<file path="config.mk">
export PLATFORM = sky130hd
export DESIGN_NAME = scr_system_control_regs
export DESIGN_NICKNAME = d
export VERILOG_FILES = /design/src/rtl/scr_pkg.sv /design/src/rtl/scr_system_control_regs.sv
export VERILOG_INCLUDE_DIRS = /design/src /design/src/rtl
export SDC_FILE = /design/constraint.sdc
export NUM_CORES = 1
export LEC_CHECK = 0
export BUFFER_PORTS_ARGS = -buffer_cell sky130_fd_sc_hd__buf_2
export CAP_MARGIN = 15
export CELL_PAD_IN_SITES_DETAIL_PLACEMENT = 0
export CELL_PAD_IN_SITES_GLOBAL_PLACEMENT = 2
export CORE_ASPECT_RATIO = 0.6
export CORE_UTILIZATION = 23
export CTS_BUF_LIST = sky130_fd_sc_hd__clkbuf_2 sky130_fd_sc_hd__clkbuf_4 sky130_fd_sc_hd__clkbuf_8
export DETAILED_ROUTE_END_ITERATION = 8
export PLACE_DENSITY = 0.86
export SLEW_MARGIN = 20
export SYNTH_ARGS = -nofsm -noshare
export SYNTH_HDL_FRONTEND = slang
export SYNTH_SLANG_ARGS = --single-unit
</file>
<file path="constraint.sdc">
create_clock -name clk_sys_i -period 1.9 [get_ports clk_sys_i]
set_input_delay 0.095 -clock clk_sys_i [delete_from_list [all_inputs] [get_ports clk_sys_i]]
set_output_delay 0.095 -clock clk_sys_i [all_outputs]
set_load 0.03 [all_outputs]
</file>
<file path="src/rtl/scr_regs.svh">
`ifndef SCR_REGS_SVH
`define SCR_REGS_SVH

`define SCR_OFF_INT_RST_CTRL    12'h00c
`define SCR_OFF_LOW_POWER_CTRL  12'h010
`define SCR_OFF_CORE_CONFIG     12'h014
`define SCR_OFF_HANDLER_PRI_TWO 12'h01c
`define SCR_OFF_HANDLER_PRI_THR 12'h020

`define SCR_WRITE_KEY           16'h05fa
`define SCR_KEY_HI              31
`define SCR_KEY_LO              16
`define SCR_BIT_BYTE_ORDER      15
`define SCR_BIT_SYS_RST_REQ     2
`define SCR_BIT_DBG_ACT_CLR     1

`define SCR_BIT_WAKE_ON_PEND    4
`define SCR_BIT_DEEP_SLEEP      2
`define SCR_BIT_SLEEP_AFTER     1

`define SCR_BIT_STACK_ALIGN     9
`define SCR_BIT_MISALIGN_TRAP   3

`define SCR_PRI_SVC_HI          31
`define SCR_PRI_SVC_LO          30
`define SCR_PRI_TICK_HI         31
`define SCR_PRI_TICK_LO         30
`define SCR_PRI_PEND_HI         23
`define SCR_PRI_PEND_LO         22

`define SCR_ADDR_HI             11
`define SCR_ADDR_LO             2

`endif

</file>
<file path="src/rtl/scr_pkg.sv">
package scr_pkg;

   typedef enum logic [2:0] {
      SCR_RUN   = 3'h1,
      SCR_SLEEP = 3'h2,
      SCR_DEEP  = 3'h4
   } scr_power_e;

   typedef struct packed {
      logic       wfe_exec;
      logic       sev_exec;
      logic       ext_event;
      logic       irq_pend_new;
      logic       irq_pend_enabled;
      logic       return_to_thread;
   } scr_core_ev_s;

   typedef struct packed {
      logic       sleeping;
      logic       deep_sleep;
      logic       wake;
   } scr_power_s;

   typedef logic [1:0] scr_pri_t;

endpackage

</file>
<file path="src/rtl/scr_system_control_regs.sv">
`timescale 1ns/1ns
`include "scr_regs.svh"

module scr_system_control_regs #(
   parameter bit TICK_TIMER_PRESENT = 1'b1
) (
   input  wire logic                 clk_sys_i,
   input  wire logic                 resetn_i,
   input  wire logic                 psel_i,
   input  wire logic                 penable_i,
   input  wire logic                 pwrite_i,
   input  wire logic [11:0]          paddr_i,
   input  wire logic [31:0]          pwdata_i,
   output logic      [31:0]          prdata_o,
   output logic                      pready_o,
   output logic                      pslverr_o,
   input  wire scr_pkg::scr_core_ev_s core_ev_i,
   input  wire logic                 misaligned_access_i,
   input  wire logic                 exc_entry_i,
   input  wire logic                 exc_return_i,
   input  wire logic                 stack_realign_i,
   output logic                      stacked_align_bit_o,
   output logic                      restore_realign_o,
   output logic                      hard_fault_req_o,
   output scr_pkg::scr_power_s       power_o,
   output logic                      system_reset_request_o,
   output scr_pkg::scr_pri_t         supervisor_call_priority_o,
   output scr_pkg::scr_pri_t         pendable_service_priority_o,
   output scr_pkg::scr_pri_t         tick_timer_priority_o
);

   logic              wake_on_pending_ff;
   logic              deep_sleep_select_ff;
   logic              sleep_after_handler_ff;
   logic              rst_req_ff;
   logic              event_latch_ff;
   logic              saved_align_ff;
   logic              fault_ff;
   scr_pkg::scr_pri_t svc_pri_ff;
   scr_pkg::scr_pri_t pend_pri_ff;
   scr_pkg::scr_pri_t tick_pri_ff;
   scr_pkg::scr_power_e state_ff;
   scr_pkg::scr_power_e nxt_state;
   logic [31:0]       nxt_rdata;
   logic              wr_en;
   logic              rd_en;
   logic              key_ok;
   logic              wake_ev;
   logic              mapped;

   function automatic logic hit(input logic [11:0] a, input logic [11:0] off);
      hit = (a[`SCR_ADDR_HI:`SCR_ADDR_LO] == off[`SCR_ADDR_HI:`SCR_ADDR_LO]);
   endfunction

   assign wr_en     = psel_i && penable_i && pwrite_i;
   assign rd_en     = psel_i && !penable_i && !pwrite_i;
   assign pready_o  = 1'b1;
   assign mapped    = hit(paddr_i, `SCR_OFF_INT_RST_CTRL) || hit(paddr_i, `SCR_OFF_LOW_POWER_CTRL)
                   || hit(paddr_i, `SCR_OFF_CORE_CONFIG) || hit(paddr_i, `SCR_OFF_HANDLER_PRI_TWO)
                   || hit(paddr_i, `SCR_OFF_HANDLER_PRI_THR);
   assign pslverr_o = psel_i && penable_i && !mapped;

   assign key_ok = (pwdata_i[`SCR_KEY_HI:`SCR_KEY_LO] == `SCR_WRITE_KEY);

   always_ff @(posedge clk_sys_i or negedge resetn_i) begin
      if (!resetn_i) begin
         rst_req_ff <= 1'b0;
      end else if (wr_en && hit(paddr_i, `SCR_OFF_INT_RST_CTRL) && key_ok
                   && pwdata_i[`SCR_BIT_SYS_RST_REQ]) begin
         rst_req_ff <= 1'b1;
      end
   end
   assign system_reset_request_o = rst_req_ff;

   always_ff @(posedge clk_sys_i or negedge resetn_i) begin
      if (!resetn_i) begin
         wake_on_pending_ff     <= 1'b0;
         deep_sleep_select_ff   <= 1'b0;
         sleep_after_handler_ff <= 1'b0;
      end else if (wr_en && hit(paddr_i, `SCR_OFF_LOW_POWER_CTRL)) begin
         wake_on_pending_ff     <= pwdata_i[`SCR_BIT_WAKE_ON_PEND];
         deep_sleep_select_ff   <= pwdata_i[`SCR_BIT_DEEP_SLEEP];
         sleep_after_handler_ff <= pwdata_i[`SCR_BIT_SLEEP_AFTER];
      end
   end

   always_ff @(posedge clk_sys_i or negedge resetn_i) begin
      if (!resetn_i) begin
         svc_pri_ff  <= 2'h0;
         pend_pri_ff <= 2'h0;
         tick_pri_ff <= 2'h0;
      end else if (wr_en && hit(paddr_i, `SCR_OFF_HANDLER_PRI_TWO)) begin
         svc_pri_ff <= pwdata_i[`SCR_PRI_SVC_HI:`SCR_PRI_SVC_LO];
      end else if (wr_en && hit(paddr_i, `SCR_OFF_HANDLER_PRI_THR)) begin
         pend_pri_ff <= pwdata_i[`SCR_PRI_PEND_HI:`SCR_PRI_PEND_LO];
         tick_pri_ff <= TICK_TIMER_PRESENT ? pwdata_i[`SCR_PRI_TICK_HI:`SCR_PRI_TICK_LO] : 2'h0;
      end
   end
   assign supervisor_call_priority_o  = svc_pri_ff;
   assign pendable_service_priority_o = pend_pri_ff;
   assign tick_timer_priority_o       = tick_pri_ff;

   assign wake_ev = core_ev_i.irq_pend_enabled
                 || (wake_on_pending_ff && core_ev_i.irq_pend_new)
                 || core_ev_i.sev_exec || core_ev_i.ext_event;

   // event latch, set wins over consume
   always_ff @(posedge clk_sys_i or negedge resetn_i) begin
      if (!resetn_i) begin
         event_latch_ff <= 1'b0;
      end else if (wake_ev && state_ff == scr_pkg::SCR_RUN) begin
         event_latch_ff <= 1'b1;
      end else if (core_ev_i.wfe_exec && state_ff == scr_pkg::SCR_RUN) begin
         event_latch_ff <= 1'b0;
      end
   end

   always_comb begin
      nxt_state = state_ff;
      case (state_ff)
         scr_pkg::SCR_RUN: begin
            if ((core_ev_i.wfe_exec && !event_latch_ff && !wake_ev)
                || (sleep_after_handler_ff && core_ev_i.return_to_thread)) begin
               nxt_state = deep_sleep_select_ff ? scr_pkg::SCR_DEEP : scr_pkg::SCR_SLEEP;
            end
         end
         scr_pkg::SCR_SLEEP,
         scr_pkg::SCR_DEEP: begin
            if (wake_ev) begin
               nxt_state = scr_pkg::SCR_RUN;
            end
         end
         default: nxt_state = scr_pkg::SCR_RUN;
      endcase
   end

   always_ff @(posedge clk_sys_i or negedge resetn_i) begin
      if (!resetn_i) begin
         state_ff <= scr_pkg::SCR_RUN;
      end else begin
         state_ff <= nxt_state;
      end
   end

   always_ff @(posedge clk_sys_i or negedge resetn_i) begin
      if (!resetn_i) begin
         power_o <= '0;
      end else begin
         power_o.sleeping   <= (nxt_state != scr_pkg::SCR_RUN);
         power_o.deep_sleep <= (nxt_state == scr_pkg::SCR_DEEP);
         power_o.wake       <= (state_ff != scr_pkg::SCR_RUN) && (nxt_state == scr_pkg::SCR_RUN);
      end
   end

   always_ff @(posedge clk_sys_i or negedge resetn_i) begin
      if (!resetn_i) begin
         saved_align_ff      <= 1'b0;
         stacked_align_bit_o <= 1'b0;
         restore_realign_o   <= 1'b0;
      end else begin
         if (exc_entry_i) begin
            saved_align_ff      <= stack_realign_i;
            stacked_align_bit_o <= stack_realign_i;
         end
         restore_realign_o <= exc_return_i && saved_align_ff;
      end
   end

   always_ff @(posedge clk_sys_i or negedge resetn_i) begin
      if (!resetn_i) begin
         fault_ff <= 1'b0;
      end else begin
         fault_ff <= misaligned_access_i;
      end
   end
   assign hard_fault_req_o = fault_ff;

   always_comb begin
      nxt_rdata = 32'h0;
      if (hit(paddr_i, `SCR_OFF_INT_RST_CTRL)) begin
         nxt_rdata[`SCR_BIT_BYTE_ORDER]  = 1'b0;
         nxt_rdata[`SCR_BIT_SYS_RST_REQ] = 1'b0;
         nxt_rdata[`SCR_BIT_DBG_ACT_CLR] = 1'b0;
      end else if (hit(paddr_i, `SCR_OFF_LOW_POWER_CTRL)) begin
         nxt_rdata[`SCR_BIT_WAKE_ON_PEND] = wake_on_pending_ff;
         nxt_rdata[`SCR_BIT_DEEP_SLEEP]   = deep_sleep_select_ff;
         nxt_rdata[`SCR_BIT_SLEEP_AFTER]  = sleep_after_handler_ff;
      end else if (hit(paddr_i, `SCR_OFF_CORE_CONFIG)) begin
         nxt_rdata[`SCR_BIT_STACK_ALIGN]   = 1'b1;
         nxt_rdata[`SCR_BIT_MISALIGN_TRAP] = 1'b1;
      end else if (hit(paddr_i, `SCR_OFF_HANDLER_PRI_TWO)) begin
         nxt_rdata[`SCR_PRI_SVC_HI:`SCR_PRI_SVC_LO] = svc_pri_ff;
      end else if (hit(paddr_i, `SCR_OFF_HANDLER_PRI_THR)) begin
         nxt_rdata[`SCR_PRI_TICK_HI:`SCR_PRI_TICK_LO] = tick_pri_ff;
         nxt_rdata[`SCR_PRI_PEND_HI:`SCR_PRI_PEND_LO] = pend_pri_ff;
      end
   end

   // Read data is captured in the setup cycle so it stands from flip-flops in the access cycle.
   always_ff @(posedge clk_sys_i or negedge resetn_i) begin
      if (!resetn_i) begin
         prdata_o <= 32'h0;
      end else if (rd_en) begin
         prdata_o <= nxt_rdata;
      end
   end

endmodule

</file>
==> results_dict.tcl <==
set metrics [dict create \
    final_cell_mix "66 x sky130_fd_sc_hd__buf_2, 27 x sky130_fd_sc_hd__dfrtp_1, 24 x sky130_fd_sc_hd__conb_1" \
    postCtsHoldBufs 2 \
    die_width_um 106 \
    outcome "finished, final reports clean" \
    initial_core_util_pct 24.1 \
    report.final.hold_viol_count 0 \
    avgViaCountPerCell 4.09 \
    hold-worst-slack_ns 0.0241 \
    post-layout-total-power_mw 1.26 \
    antenna_cells 0 \
    port_buffers 66 \
    grt_setup_unrepaired "false" \
    clock_insertion_delay_worst_skew_ns 0.28 \
    max_slew_headroom_pct 58.5 \
    area_occupied_by_multi_input_gates_um2 662 \
    worstPathArrival_ns 1.88 \
    avgSynthCellArea_um2 10.8 \
    layout.core_utilization_pct 31.5 \
    antenna_violating_nets_post_route 0 \
    routedWlPerCell_um 12.3 \
    layout.area.seq_um2 702 \
    power.density_cell_area_mw_per_mm2 650 \
    cts_tree "yes" \
    post_synth_num_cell_types 42 \
    fillers 688 \
    synth_seq_cells 28 \
    die_h_um 64.2 \
    syn-instance-count 137 \
    area_of_all_placed_cells_without_fillers_mm2 0.00194 \
    layout.cells.most_common "sky130_fd_sc_hd__buf_2" \
    final.setup.worst_slack_ns 0.221 \
    io-pin-count 106 \
    tightestPinTransition_ns 0.622 \
    fraction_of_final_layout_cells_with_drive_strength_greater_than_1_pct 43.8 \
    timing.critical_path.required_ns 2.10 \
    ctsResizeCount 0 \
    max-cap-violations 0 \
    globalplace.congestion 0.713 \
    dr_total_vias 1201 \
    place_inst 288 \
    first_pass_grt_wire_length_um 5540 \
    yosysWarningCount 0 \
    fmax_ghz 0.596 \
    final_setup_violation_count 0 \
    numCtsBuffers 3 \
    cellLeakagePower_nw 1.04 \
    clk_pin_slew_worst_paths_ns 0.10 \
    core.rowCount 22 \
    timing.clock.skew_ns 0.00731 \
    hpwl_um 2980 \
    finish.net_count 270 \
    drt_first_iter_violations 30 \
    critical_path_class "reg2reg" \
    global_route.overflow_total 0 \
    synth-seq-area-share_pct 47.3 \
    die_area_mm2 0.00679 \
    worst_hold_path_type "in2reg" \
    floorplan.core_area_mm2 0.00617 \
    ir_worst_vdd_mv 0.481 \
    max-clock-path-buffers 2 \
    final_cell_count_no_fill 294 \
    place_area_mm2 0.00185 \
    remaining_drc_errors 0 \
    via_count_of_the_first_global_routing_pass 1094 \
    drtPass1Iterations 4 \
    dp_slack_ns 0.0633 \
    synth_area_mm2 0.00148 \
    clk_root_buffer_cell "sky130_fd_sc_hd__clkbuf_8" \
    cp_max_fo 4 \
    grt_max_degree 29 \
    timing.final.crit_period_ns 1.68 \
    finalWirelength_um 3620 \
    cts-htree-levels 1 \
    grt_antenna_before_repair 0 \
    grt_use_total_pct 10.4 \
    setup_total_neg_slack_ns 0 \
    cts.repair_timing.setup_buffer_count 0 \
    slew_viol_final 0 \
    startpoint_type "flip-flop" \
    critical_path.endpoint_type "flip-flop" \
    synthToLayoutAreaGrowth_pct 30.7 \
    period_utilization_post_route_pct 88.4 \
    cts_sinks 28 \
]
critical path, cell delays in order, from the launching register on:
cell	delay [ns]
sky130_fd_sc_hd__dfrtp_1	0.42
sky130_fd_sc_hd__a2111oi_2	0.37
sky130_fd_sc_hd__a32oi_1	0.27
sky130_fd_sc_hd__or3_1	0.39
sky130_fd_sc_hd__a21oi_1	0.14
layer usage:
| layer | global-route usage, % | vias to the layer above | routed length, um |
|---|---|---|---|
| li1 | - | 591 | - |
| met4 | 0.521 | 0 | 8 |
| met2 | 14.6 | 43 | 1460 |
| met3 | 3.57 | 2 | 250 |
| met5 | 0 | - | 0 |
| met1 | 15.8 | 565 | 1900 |
state kept, by name (all words and copies together) (netlist names):
| signal | count |
|---|---|
| power_o | 3 |
| wake_on_pending_ff | 1 |
| sleep_after_handler_ff | 1 |
| event_latch_ff | 1 |
| hard_fault_req_o | 1 |
| pendable_service_priority_o | 2 |
| restore_realign_o | 1 |
| supervisor_call_priority_o | 2 |
| prdata_o | 8 |
| saved_align_ff | 1 |
| state_ff | 3 |
| system_reset_request_o | 1 |
| deep_sleep_select_ff | 1 |
| tick_timer_priority_o | 2 |
report_power, final:
part	total [mW]	switching [mW]	internal, mW
combinational	0.184	0.129	0.0547
clock	0.470	0.188	0.282
sequential	0.606	0.00342	0.602
total	1.26	0.321	0.939
cell usage after synthesis, drive strengths merged:
cell type / instances / share of area [%]
nand4bb: 1 / 0.76
o41ai: 2 / 1.2
dfstp: 1 / 1.8
mux2: 10 / 8.6
nand4b: 1 / 0.59
a22o: 3 / 1.8
or2: 1 / 0.42
a22oi: 2 / 1.0
or4: 1 / 0.76
or3: 1 / 0.42
nor2: 1 / 0.25
a2111oi: 1 / 1.0
nand3b: 1 / 0.51
o21a: 1 / 0.51
nor4: 4 / 2.1
dfrtp: 27 / 46
or3b: 1 / 0.76
nand3: 2 / 0.67
a41o: 1 / 0.67
nand2: 14 / 3.5
o221ai: 1 / 0.59
and2: 2 / 0.84
buf: 25 / 13
and3: 1 / 0.42
nor4b: 1 / 0.59
nor3: 4 / 1.7
inv: 3 / 0.76
o21bai: 1 / 0.51
clkbuf: 1 / 0.25
nor2b: 1 / 0.42
o21ai: 7 / 2.4
a21o: 1 / 0.51
conb: 2 / 0.51
a21oi: 2 / 0.67
a32oi: 1 / 0.59
nand2b: 5 / 2.1
and3b: 1 / 0.59
nand4: 1 / 0.42
or4b: 1 / 0.67
final timing paths:
kind | start | endpoint | slack, ns | depth (start not counted)
setup reg to reg | wake_on_pending_ff$_DFFE_PN0P_ | state_ff[1]$_DFF_PN0_ | 0.22 | 4
hold / removal | exc_return_i | restore_realign_o$_DFF_PN0_ | 0.02 | 2
max in group asynchronous | resetn_i | system_reset_request_o$_DFFE_PN0P_ | 1.12 | 2
setup / recovery | wake_on_pending_ff$_DFFE_PN0P_ | state_ff[1]$_DFF_PN0_ | 0.22 | 4
min in group asynchronous | resetn_i | hard_fault_req_o$_DFF_PN0_ | 0.36 | 2
hold reg to reg | prdata_o[31]$_DFFE_PN0P_ | prdata_o[31]$_DFFE_PN0P_ | 0.48 | 2
area by class of cell:
type | instances | area share, %
well taps | 84 | 5.42
repair buffers | 73 | 20.0
clock buffers | 3 | 2.13
multi-input cells | 102 | 34.1
clock inverters | 1 | 1.55
flip-flops and latches | 28 | 36.2
inverters | 3 | 0.581
logic make-up after synthesis:
logic type	Yosys count	share of synthesized area, %
AND/OR/NAND/NOR	45	18.6
buffers and inverters	29	13.7
flip-flops	28	47.3
AO/OA/AOI/OAI	23	11.4
multiplexers	10	8.60
other	2	0.506
Power figures use the tool's default switching activity.
